--- src/fpc_cfg.svh ---
// Constants of the front-panel control block: offsets, fields, reset values
`ifndef FPC_CFG_SVH
`define FPC_CFG_SVH

// ----------------------------------------------------------------
// Register offsets (byte addresses)
// ----------------------------------------------------------------
`define FPC_OFS_CTRL 12'h000
`define FPC_OFS_STATUS 12'h004
`define FPC_OFS_SWITCH 12'h008
`define FPC_OFS_LAMPS 12'h00C

// ----------------------------------------------------------------
// Fields and reset values
// ----------------------------------------------------------------
`define FPC_CTRL_BTN_EN 0
`define FPC_CTRL_RESET 32'h0000_0001
`define FPC_HALT_CODE 8'hFF
`define FPC_ST_STOP 0
`define FPC_ST_RUN 1
`define FPC_ST_INT 2
`define FPC_ST_PEND 3
`define FPC_ST_STEP 4

// ----------------------------------------------------------------
// Timing
// ----------------------------------------------------------------
`define FPC_CLK_MHZ 250
`define FPC_DEBOUNCE_MS 5
`define FPC_DEBOUNCE_CYC (`FPC_DEBOUNCE_MS * 1000 * `FPC_CLK_MHZ)

`endif

--- src/fpc_pkg.sv ---
// Types shared by the front-panel control block
package fpc_pkg;

  // Operating mode of the panel sequencer
  typedef enum logic [1:0] {
    FPC_MODE_STOP = 2'b00,
    FPC_MODE_RUN = 2'b01,
    FPC_MODE_STEP = 2'b10
  } fpc_mode_e;

  // Machine cycle kind reported by the core
  typedef enum logic [1:0] {
    FPC_CYC_FIRST = 2'b00,
    FPC_CYC_LATER = 2'b01,
    FPC_CYC_IO = 2'b10,
    FPC_CYC_WRITE = 2'b11
  } fpc_cyc_e;

  // Debouncer state
  typedef struct packed {
    logic [1:0] sync;
    logic stable;
    logic press;
    logic [31:0] cnt;
  } fpc_deb_s;

endpackage : fpc_pkg

--- src/fpc_sync8.sv ---
// Two-flop synchroniser for the eight data toggle switches
`timescale 1ns/10ps
module fpc_sync8 #(
  parameter int WIDTH = 8
) (
  input wire logic clk_sys,
  input wire logic reset_n,
  input wire logic [WIDTH-1:0] async_in,
  output logic [WIDTH-1:0] sync_out
);

  // State: first and second stage
  typedef struct packed {
    logic [WIDTH-1:0] s1;
    logic [WIDTH-1:0] s2;
  } fpc_sync_s;

  fpc_sync_s st_q;
  fpc_sync_s st_d;

  // Shift through two stages; only stage two is visible
  always_comb begin
    st_d = st_q;
    st_d.s1 = async_in;
    st_d.s2 = st_q.s1;
  end

  always_ff @(posedge clk_sys or negedge reset_n) begin
    if (!reset_n) begin
      st_q <= '0;
    end else begin
      st_q <= st_d;
    end
  end

  assign sync_out = st_q.s2;

endmodule : fpc_sync8

--- src/fpc_debounce.sv ---
// Push-button synchroniser and debouncer with a one-cycle press pulse
`timescale 1ns/10ps
module fpc_debounce #(
  parameter int unsigned STABLE_CYC = 1250000
) (
  input wire logic clk_sys,
  input wire logic reset_n,
  input wire logic button,
  output logic press
);

  fpc_pkg::fpc_deb_s st_q;
  fpc_pkg::fpc_deb_s st_d;

  // Accept a new level only after it has held for STABLE_CYC cycles
  always_comb begin
    st_d = st_q;
    st_d.sync = {st_q.sync[0], button};
    st_d.press = 1'b0;
    if (st_q.sync[1] == st_q.stable) begin
      st_d.cnt = '0;
    end else if (st_q.cnt >= STABLE_CYC - 1) begin
      st_d.cnt = '0;
      st_d.stable = st_q.sync[1];
      st_d.press = st_q.sync[1]; // Pulse on the pressed edge only
    end else begin
      st_d.cnt = st_q.cnt + 32'h0000_0001;
    end
  end

  always_ff @(posedge clk_sys or negedge reset_n) begin
    if (!reset_n) begin
      st_q <= '0;
    end else begin
      st_q <= st_d;
    end
  end

  assign press = st_q.press;

endmodule : fpc_debounce

--- src/fpc_panel.sv ---
// Front-panel control: buttons, switch jamming, mode sequencing, lamps
// How it works
// - Interrupt press in run lights interrupt lamp and drops run lamp together.
// - Interrupt press while halted lights interrupt lamp at once, stop lamp off.
// - Interrupt press while stepping waits until the current instruction ends.
// - Interrupt press during a jammed instruction keeps interrupt mode afterwards.
// - Each step press in step mode lets the core advance exactly one word.
// - Jammed multi-word entry pauses at each word; operator sets next word.
// - Run press after a jammed instruction resumes full-rate execution from the program counter.
// - Switch byte: leftmost switch is bit 7, rightmost is bit 0.
// - Jammed words replace fetched words; memory stays untouched.
// - Page lamps show the six high bits of the next access.
// - Memory address lamps show the low eight bits of next access.
// - During input/output cycles address lamps show transfer information.
// - Memory contents lamps hold the last word read from memory, not jammed words.
// - Run lamp lit while executing automatically at full rate.
// - Executing a halt instruction outside a jammed instruction stops the machine and lights stop lamp.
// - Stop is left only through an interrupt press; run press is ignored while stopped.
// - Status lamps encode first word, later word, input/output, write.
// - Interrupt is acknowledged at an instruction boundary, or at once while halted.
// - After a jammed instruction the core continues from its counter.
// - Reads from absent memory return all ones, decoded as halt.
`timescale 1ns/10ps
`include "fpc_cfg.svh"
module fpc_panel #(
  parameter int unsigned DEBOUNCE_CYC = `FPC_DEBOUNCE_CYC,
  parameter int PAGE_W = 6,
  parameter int DATA_W = 8
) (
  input wire logic clk_sys,
  input wire logic reset_n,
  // Operator side
  input wire logic btn_interrupt,
  input wire logic btn_step,
  input wire logic btn_run,
  input wire logic [DATA_W-1:0] toggle_switches,
  output logic [PAGE_W-1:0] lamp_page,
  output logic [DATA_W-1:0] memory_address_lamps,
  output logic [DATA_W-1:0] memory_contents_lamps,
  output logic lamp_run,
  output logic lamp_int,
  output logic [1:0] lamp_status,
  output logic lamp_stop,
  // Processor core side
  input wire logic [PAGE_W+DATA_W-1:0] core_addr,
  input wire logic [PAGE_W+DATA_W-1:0] core_io_info,
  input wire logic [1:0] core_cycle_kind,
  input wire logic core_rd_req,
  input wire logic core_instr_done,
  input wire logic core_halt,
  output logic core_go,
  output logic core_jam_active,
  output logic [DATA_W-1:0] core_rd_data,
  output logic core_rd_valid,
  // Memory side
  input wire logic [DATA_W-1:0] mem_rd_data,
  input wire logic mem_present,
  // APB slave
  input wire logic psel,
  input wire logic penable,
  input wire logic pwrite,
  input wire logic [11:0] paddr,
  input wire logic [31:0] pwdata,
  output logic [31:0] prdata,
  output logic pready,
  output logic pslverr
);

  // ----------------------------------------------------------------
  // State
  // ----------------------------------------------------------------
  typedef struct packed {
    fpc_pkg::fpc_mode_e mode;
    logic int_active;
    logic int_pending;
    logic go;
    logic jam;
    logic [DATA_W-1:0] rd_data;
    logic rd_valid;
    logic [PAGE_W-1:0] page;
    logic [DATA_W-1:0] addr;
    logic [DATA_W-1:0] contents;
    logic run;
    logic lint;
    logic [1:0] status;
    logic stop;
    logic [31:0] ctrl;
    logic [31:0] prdata;
    logic pready;
    logic pslverr;
  } fpc_panel_s;

  fpc_panel_s st_q;
  fpc_panel_s st_d;

  logic int_press;
  logic step_press;
  logic run_press;
  logic [DATA_W-1:0] sw_sync;
  logic btn_en;
  logic [31:0] rd_word;
  logic rd_hit;
  logic [PAGE_W+DATA_W-1:0] shown;
  logic int_take;
  logic step_take;
  logic run_take;

  // ----------------------------------------------------------------
  // Button and switch conditioning
  // ----------------------------------------------------------------
  // One debouncer per push button
  fpc_debounce #(.STABLE_CYC(DEBOUNCE_CYC)) u_deb_int (
    .clk_sys(clk_sys),
    .reset_n(reset_n),
    .button(btn_interrupt),
    .press(int_press)
  );

  fpc_debounce #(.STABLE_CYC(DEBOUNCE_CYC)) u_deb_step (
    .clk_sys(clk_sys),
    .reset_n(reset_n),
    .button(btn_step),
    .press(step_press)
  );

  fpc_debounce #(.STABLE_CYC(DEBOUNCE_CYC)) u_deb_run (
    .clk_sys(clk_sys),
    .reset_n(reset_n),
    .button(btn_run),
    .press(run_press)
  );

  // Switch bank, bit 7 from the leftmost toggle
  fpc_sync8 #(.WIDTH(DATA_W)) u_sw_sync (
    .clk_sys(clk_sys),
    .reset_n(reset_n),
    .async_in(toggle_switches),
    .sync_out(sw_sync)
  );

  assign btn_en = st_q.ctrl[`FPC_CTRL_BTN_EN];

  // ----------------------------------------------------------------
  // Qualified button presses
  // ----------------------------------------------------------------
  // Presses count only while software leaves the buttons enabled;
  // a disabled panel must not even leave a request pending
  assign int_take = int_press & btn_en;
  assign step_take = step_press & btn_en;
  assign run_take = run_press & btn_en;

  // ----------------------------------------------------------------
  // APB read mux
  // ----------------------------------------------------------------
  // Register read data and address hit
  // Unmapped offsets flag an error and read as zero
  always_comb begin
    rd_word = 32'h0000_0000;
    rd_hit = 1'b1;
    case (paddr)
      `FPC_OFS_CTRL: begin
        rd_word = st_q.ctrl;
      end
      `FPC_OFS_STATUS: begin
        rd_word[`FPC_ST_STOP] = st_q.stop;
        rd_word[`FPC_ST_RUN] = st_q.run;
        rd_word[`FPC_ST_INT] = st_q.int_active;
        rd_word[`FPC_ST_PEND] = st_q.int_pending;
        rd_word[`FPC_ST_STEP] = (st_q.mode == fpc_pkg::FPC_MODE_STEP);
      end
      `FPC_OFS_SWITCH: begin
        rd_word[DATA_W-1:0] = sw_sync;
      end
      `FPC_OFS_LAMPS: begin
        rd_word[DATA_W-1:0] = st_q.contents;
        rd_word[15:8] = st_q.addr;
        rd_word[16+PAGE_W-1:16] = st_q.page;
        rd_word[25:24] = st_q.status;
      end
      default: begin
        rd_hit = 1'b0;
      end
    endcase
  end

  // Page and address lamps source: transfer info on I/O cycles
  // The lamps lag the core by one cycle, like every other lamp
  assign shown = (core_cycle_kind == fpc_pkg::FPC_CYC_IO) ?
                 core_io_info : core_addr;

  // ----------------------------------------------------------------
  // Next-state logic
  // ----------------------------------------------------------------
  // Later blocks override earlier ones: a halt beats a run press and an
  // accepted interrupt beats both, so one mode lamp is lit at a time.
  // Go drops on the accepting edge so the core waits for the jammed word.
  // Pending interrupts survive until a boundary or a stop; a press in the clearing cycle is still taken.
  always_comb begin
    st_d = st_q;

    // APB: answer in the first access cycle, no wait states
    st_d.pready = psel & ~penable;
    if (psel && !penable) begin
      st_d.prdata = pwrite ? 32'h0000_0000 : rd_word;
      st_d.pslverr = ~rd_hit;
    end
    if (psel && penable && st_q.pready && pwrite && rd_hit &&
        paddr == `FPC_OFS_CTRL) begin
      st_d.ctrl = pwdata;
    end

    // Pending interrupt requests are remembered until accepted
    if (int_take) begin
      st_d.int_pending = 1'b1;
    end

    // Permission pulse to the core; level in run mode
    st_d.go = 1'b0;

    case (st_q.mode)
      fpc_pkg::FPC_MODE_RUN: begin
        st_d.go = ~(core_instr_done & (st_q.int_pending | int_take));
      end
      fpc_pkg::FPC_MODE_STEP: begin
        st_d.go = step_take;
      end
      fpc_pkg::FPC_MODE_STOP: begin
        st_d.go = 1'b0;
      end
      default: begin
        st_d.mode = fpc_pkg::FPC_MODE_STOP;
      end
    endcase

    // Run button resumes full-rate execution from the counter
    if (run_take && !st_q.int_active &&
        st_q.mode != fpc_pkg::FPC_MODE_STOP) begin
      st_d.mode = fpc_pkg::FPC_MODE_RUN;
      st_d.go = 1'b1;
    end

    // Halt instruction executed: stopped condition
    // Ignored while jamming, so a jammed word cannot strand the panel
    if (core_halt && !st_q.int_active) begin
      st_d.mode = fpc_pkg::FPC_MODE_STOP;
      st_d.go = 1'b0;
    end

    // Instruction boundary: end jam, then accept interrupt
    if (core_instr_done) begin
      if (st_q.int_active) begin
        // Jammed instruction complete; core resumes from counter
        // Set wins: a press in the completing cycle keeps interrupt mode
        st_d.int_active = st_q.int_pending | int_take;
        st_d.int_pending = 1'b0;
      end else if (st_q.int_pending || int_take) begin
        st_d.int_active = 1'b1;
        st_d.int_pending = 1'b0;
        st_d.mode = fpc_pkg::FPC_MODE_STEP;
        st_d.go = 1'b0;
      end
    end

    // Halted machine takes the interrupt without a boundary
    // No boundary is needed, as nothing executes while stopped
    if (st_q.mode == fpc_pkg::FPC_MODE_STOP &&
        (st_q.int_pending || int_take)) begin
      st_d.int_active = 1'b1;
      st_d.int_pending = 1'b0;
      st_d.mode = fpc_pkg::FPC_MODE_STEP;
    end

    // Word supply: switches when jamming, else memory or halt code
    st_d.jam = st_d.int_active;
    st_d.rd_valid = core_rd_req;
    if (core_rd_req) begin
      if (st_q.int_active) begin
        st_d.rd_data = sw_sync;
      end else if (mem_present) begin
        st_d.rd_data = mem_rd_data;
      end else begin
        st_d.rd_data = `FPC_HALT_CODE;
      end
      // Contents lamps track words read from memory
      if (!st_q.int_active) begin
        st_d.contents = mem_present ? mem_rd_data : `FPC_HALT_CODE;
      end
    end

    // Lamps
    st_d.page = shown[PAGE_W+DATA_W-1:DATA_W];
    st_d.addr = shown[DATA_W-1:0];
    st_d.run = (st_d.mode == fpc_pkg::FPC_MODE_RUN);
    st_d.stop = (st_d.mode == fpc_pkg::FPC_MODE_STOP);
    st_d.lint = st_d.int_active;
    // Left status lamp is bit 1, right status lamp is bit 0
    case (core_cycle_kind)
      fpc_pkg::FPC_CYC_FIRST: st_d.status = 2'h0;
      fpc_pkg::FPC_CYC_LATER: st_d.status = 2'h2;
      fpc_pkg::FPC_CYC_IO: st_d.status = 2'h1;
      fpc_pkg::FPC_CYC_WRITE: st_d.status = 2'h3;
      default: st_d.status = 2'h0;
    endcase
  end

  // ----------------------------------------------------------------
  // State register
  // ----------------------------------------------------------------
  // Reset parks the panel stopped, with the buttons enabled
  always_ff @(posedge clk_sys or negedge reset_n) begin
    if (!reset_n) begin
      st_q <= '0;
      st_q.mode <= fpc_pkg::FPC_MODE_STOP;
      st_q.stop <= 1'b1;
      st_q.ctrl <= `FPC_CTRL_RESET;
    end else begin
      st_q <= st_d;
    end
  end

  // ----------------------------------------------------------------
  // Outputs, all from flip-flops
  // ----------------------------------------------------------------
  // Each pin is a register bit, so no decode glitch reaches a lamp
  assign lamp_page = st_q.page;
  assign memory_address_lamps = st_q.addr;
  assign memory_contents_lamps = st_q.contents;
  assign lamp_run = st_q.run;
  assign lamp_int = st_q.lint;
  assign lamp_status = st_q.status;
  assign lamp_stop = st_q.stop;
  assign core_go = st_q.go;
  assign core_jam_active = st_q.jam;
  assign core_rd_data = st_q.rd_data;
  assign core_rd_valid = st_q.rd_valid;
  assign prdata = st_q.prdata;
  assign pready = st_q.pready;
  assign pslverr = st_q.pslverr;

endmodule : fpc_panel

--- config.mk ---
export PLATFORM = sky130hd
export DESIGN_NAME = fpc_panel
export DESIGN_NICKNAME = d
export VERILOG_FILES = /design/src/fpc_pkg.sv /design/src/fpc_sync8.sv /design/src/fpc_debounce.sv /design/src/fpc_panel.sv
export VERILOG_INCLUDE_DIRS = /design/src
export SDC_FILE = /design/constraint.sdc
export NUM_CORES = 1
export LEC_CHECK = 0
export BUFFER_PORTS_ARGS = -buffer_cell sky130_fd_sc_hd__clkbuf_2
export CAP_MARGIN = 20
export CORE_ASPECT_RATIO = 1.5
export CORE_UTILIZATION = 42
export DETAILED_ROUTE_END_ITERATION = 8
export HOLD_SLACK_MARGIN = 0.02
export SLEW_MARGIN = 30
export SYNTH_ARGS = -nofsm -noshare
export SYNTH_HDL_FRONTEND = slang
export SYNTH_SLANG_ARGS = --single-unit
--- constraint.sdc ---
create_clock -name clk_sys -period 6.1 [get_ports clk_sys]
set_input_delay 0.61 -clock clk_sys [delete_from_list [all_inputs] [get_ports clk_sys]]
set_output_delay 0.61 -clock clk_sys [all_outputs]
set_load 0.005 [all_outputs]
* After elaboration in Yosys (flattened, before gate mapping) *
Index checks and enable logic that the tools add are counted.

word-level totals
  output and inout bits = 72
  memories kept = 0
  memory bits (read-only) = 0
  word-level logic and storage cells = 123
  bits in writable memories = 0
  latch bits = 0
  register bits = 230

operators by class
  bitwise operators = 13
  shifts and indexed selects = 0
  div/mod/pow operators = 0
  $lt $le $gt $ge = 3
  multipliers = 0
  reduce and logical (&&, ||, !) cells = 25
  muxes and demuxes = 37
  equality and inequality tests = 12
  add/subtract/negate cells = 3

operators with widths
  operator                 number
  $mux W32                 7
  $add A32 B1 Y32 const B  3
  $ge A32 B21 Y1 const B   3
  $pmux W14 S2             1
  $eq A12 B4 Y1 const B    2
  $pmux W5 S4              1
  $mux W8                  2
  $mux W14                 1
  $eq A12 B3 Y1 const B    1
  $logic_not A12 Y1        1
  $mux W2                  6
  $mux W1                  11
  $logic_and A1 B1 Y1      10
  $mux W5                  2
  $pmux W3 S3              1
  $pmux W2 S4              1
  $reduce_and A2 Y1        4
  $not A1 Y1               7
  $eq A2 B1 Y1 const B     3
  $eq A2 B2 Y1 const B     3
  $logic_not A2 Y1         3
  $mux W6                  1
  $and A1 B1 Y1            5
  $mux W4                  1
  other kinds (9)          13

* Depth between registers and ports, before layout *
  word-level depth = 12
  mapped depth = 8
  depth with buffers taken out = 6

* By module *
Synthesis repeated with hierarchy kept, for this count alone.

second synthesis, totals
  cell total of the unflattened synthesis = 840
  area, all modules = 10104.7 µm²

modules (own cells, without submodules)
  module                         instances  area an instance (µm²)  cells an instance
  fpc_panel                      1          5215.0                  430
  fpc_debounce at u_deb_int ...  2          1487.7                  131
  fpc_debounce at u_deb_step     1          1514.0                  132
  fpc_sync8                      1          400.4                   16

* Worst setup path before layout *
No wires, ideal clock.

  path type = input -> register
  start point = input port paddr[7]
  end point = register st_q[39] (netlist name)
  path slack = 3.909 ns
  data required time = 5.973 ns
  stages on the path = 6
  arrival = 2.064 ns
  setup time = 0.127 ns
  buffers on the path = 2
  cell sequence = nor4_1 -> nand3_1 -> or4_1 -> clkbuf_2 -> buf_6 -> mux2_1

between the ends
  longest elaborated chain between the ends = 5
  elaborated cells between the ends (all ways) = 8
  those cells by class = eq/ne (3); mux (1); reduce/logical (4)

ends and longest elaborated chain
  element                                      RTL line          text
  start, declared                              fpc_panel.sv:62   input wire logic [11:0] paddr,
  $eq A12 B4 Y1, or another cell as far along  fpc_panel.sv:160  case (paddr)
  $reduce_or A4 Y1 (no source line)            n/a
  $mux W1                                      fpc_panel.sv:160
  $logic_and A1 B1 Y1                          fpc_panel.sv:207  if (psel && penable && st_q.pready && pwrite && rd_hit &&
  $logic_and A1 B1 Y1 (no source line) *       n/a
  end signal, assigned                         fpc_panel.sv:317  st_q <= st_d;
  end, declared                                fpc_panel.sv:93   fpc_panel_s st_q;

Every way passes the cells marked *; elsewhere a longest branch is shown, timed or not.
A chain may end at the register's enable or synchronous reset.

==> qor.yml <==
status:
  outcome: "completed"
power_and_ir_drop:
  power_density_nw_per_um2: 283
  finalPower_mw: 3.19
  ir_drop_mv: 0.227
  leakagePower_nw: 5.26
global_route:
  track_usage_pct: 16.2
  grt_pass1_wl_um: 31000
  antenna_found_initial: 2
  grt_pass1_vias: 6100
  grt_max_degree: 129
  grt-ovfl-total: 0
sta:
  fmax_mhz: 413
  rsz0062_at_grt: "no"
  final.setup_skew_ns: 0.00721
  setup_viol: 0
  worst_pin_slew_ns: 0.832
  maxSlewHeadroom_pct: 44.0
  drv_slew: 0
  period_share_pct: 39.7
  finalHoldViolations: 0
  setup_tns_ns: 0
  fin_crit_ns: 2.42
route:
  wl_per_cell_um: 15.4
  wirelength_um: 18900
  first_pass_iters: 4
  drt-initial-drc-count: 200
  num_vias: 6134
  drc: 0
  vias_per_cell: 4.99
  ant_nets: 0
worst_setup_path:
  timing.rr.end: "u_deb_int.st_q[0]"
  r2r_cells: 6
  r2r-start: "u_deb_int.st_q[0]"
  cp_max_fo: 21
  required_ns: 6.52
  startpoint_type: "register"
  end_kind: "register"
  crit_type: "register to register"
  crit_arrival_ns: 2.84
  r2r_slack_ns: 3.68
worst_hold_path:
  whs_endpoint: "u_sw_sync.st_d[4]"
  hold_path.startpoint: "toggle_switches[4]"
  hold_class: "input port to register"
  hold_path_depth: 1
cts:
  cts.sink_count: 230
  clk_latency_ns: 0.51
  cts_max_level: 1
  cts_tree: "built"
  clk_pin_slew_ns: 0.06
  post_cts_buffers: 0
  cts.root.buffer_cell: "clkbuf_16"
  cts_made_buffers: 24
  clk_path_buf_depth: 3
die:
  die_h_um: 188
  start_util_pct: 43.1
  die_x_um: 126
  core_um2: 22600
  num_rows: 67
  io_pins: 174
  dieArea_um2: 23800
cells_and_area:
  drive_gt1_share_pct: 30.0
  fin_nets: 1046
  syn2layout_area_growth_pct: 16.1
logic_synthesis:
  synthCells: 794
  synth_commonest_cells: "228 x dfrtp_1, 80 x nor2_1, 67 x buf_4"
  yosys_warnings: 0
  synth_edf_count: 0
  ys.flop_type: "dfrtp_1"
  synth-seq-cells: 230
  yosysMostFrequentCell: "dfrtp_1"
  yosysTopAreaCellShare_pct: 58.7
  ys_seq_area_share_pct: 59.3
  synth.area.top_cells: "dfrtp_1 59%, mux2_2 6.5%, buf_4 5.2%"
  synthArstFlopShare_pct: 100
  avgSynthCellArea_um2: 12.2
  ys_types: 52
  yosysTopAreaCell: "dfrtp_1"
  netlist_area_um2: 9710
placement:
  place_hpwl_um: 13400
  gp_congestion: 0.734
  numPortBuffers: 173
flow_run:
  cap_violations: 0
==> sequential cells by signal, summed over array words and instances (netlist names), 2 cells and up <==
register,count
core_rd_data,8
lamp_page,6
lamp_status,2
memory_address_lamps,8
memory_contents_lamps,8
prdata,32
st_q,34
u_deb_int.st_q,34
u_deb_run.st_q,34
u_deb_step.st_q,34
u_sw_sync.st_d,8
u_sw_sync.sync_out,8
==> worst max-delay path by stage <==
stage,start,endpoint,depth (start not counted)
after floorplan,paddr[7],st_q[39],6
after global placement,paddr[1],prdata[18],6
after detailed placement,paddr[1],prdata[14],6
after CTS,u_deb_int.st_q[0],u_deb_int.st_q[0],6
after global routing,u_deb_int.st_q[0],u_deb_int.st_q[17],6
final,u_deb_int.st_q[0],u_deb_int.st_q[0],6
==> cell families after synthesis <==
kind of cell             Yosys count  synth area share [%]
AO/OA/AOI/OAI                     77                  6.16
XOR/XNOR                          60                  5.41
adder cells (fa/ha/maj)            6                 0.773
buffers and inverters            106                  7.24
flip-flops                       230                  59.3
multiplexers                      66                  8.19
other                              1                0.0386
AND/OR/NAND/NOR                  248                  12.9
==> routing by layer <==
| metal | vias up | track usage, % | wire (um) |
|---|---|---|---|
| li1 | 2942 | - | - |
| met1 | 3011 | 19.7 | 7890 |
| met2 | 151 | 28.9 | 9670 |
| met3 | 28 | 3.15 | 975 |
| met4 | 2 | 4.91 | 369 |
| met5 | - | 0 | 8 |
==> where the power goes <==
| group | internal (mW) | leakage, nW | switching, mW |
|---|---|---|---|
| Clock | 0.900 | 0.389 | 0.567 |
| Combinational | 0.0633 | 1.90 | 0.0749 |
| Sequential | 1.57 | 2.97 | 0.0214 |
==> metrics by stage <==
stage	area [um2]	utilization (%)	std cells	setup slack, ns	hold WS (ns)
finish	11300	50.0	1229	3.68	0.205
global placement	10400	46.3	1186	3.47	0.333
floorplan	9830	-	826	3.91	0.314
detailed placement	10400	46.3	1186	3.43	0.336
global route	11300	50.0	1228	3.44	0.193
CTS	11200	49.8	1226	3.58	0.189
==> critical path, cell delays in order, from the launching register on <==
cell,delay (ns)
dfrtp_1,0.41
ha_1,0.23
and3_1,0.27
o311ai_0,0.38
a21oi_1,0.14
or3_1,0.70
nor2_1,0.21
==> repair_timing <==
item | in CTS | in global routing
setup endpoints to repair | 0 | 0
endpoints found under the hold margin | 0 | 40
gates resized for setup | 0 | 0
hold buffers | 0 | 1
==> placed cells by master, fill, tap and decap left out, types with 3 or more instances in the layout <==
cell type | synthesis | final
inv_1 | 11 | 11
ha_1 | 6 | 6
a211o_1 | 4 | 4
nor3b_1 | 4 | 4
mux2_2 | 56 | 56
clkbuf_8 | 0 | 6
mux4_2 | 5 | 5
a221o_1 | 16 | 16
xnor2_1 | 29 | 29
nor2_1 | 80 | 80
a21oi_1 | 4 | 4
and2_1 | 17 | 17
clkbuf_2 | 2 | 172
nand4_1 | 18 | 18
a22o_1 | 16 | 16
conb_1 | 1 | 33
xor2_1 | 31 | 31
dfrtp_1 | 228 | 228
nand3_1 | 30 | 30
nand2_1 | 36 | 36
o21ai_0 | 26 | 26
buf_4 | 67 | 6
clkbuf_16 | 0 | 25
nor2b_1 | 11 | 11
and4_1 | 5 | 5
clkbuf_1 | 14 | 5
nor3_1 | 12 | 12
and3_1 | 11 | 11
mux2i_1 | 3 | 3
nor4_1 | 12 | 12
==> final cells by class <==
| cell class | instances | area [um2] |
|---|---|---|
| fillers | 2017 | 11300 |
| flip-flops and latches | 230 | 5760 |
| repair buffers | 181 | 958 |
| clock buffers | 36 | 727 |
| clock inverters | 4 | 72.6 |
| well taps | 276 | 345 |
| diodes | 1 | 2.50 |
| inverters | 11 | 41.3 |
| multi-input cells | 490 | 3370 |
Power figures use the tool's default switching activity.
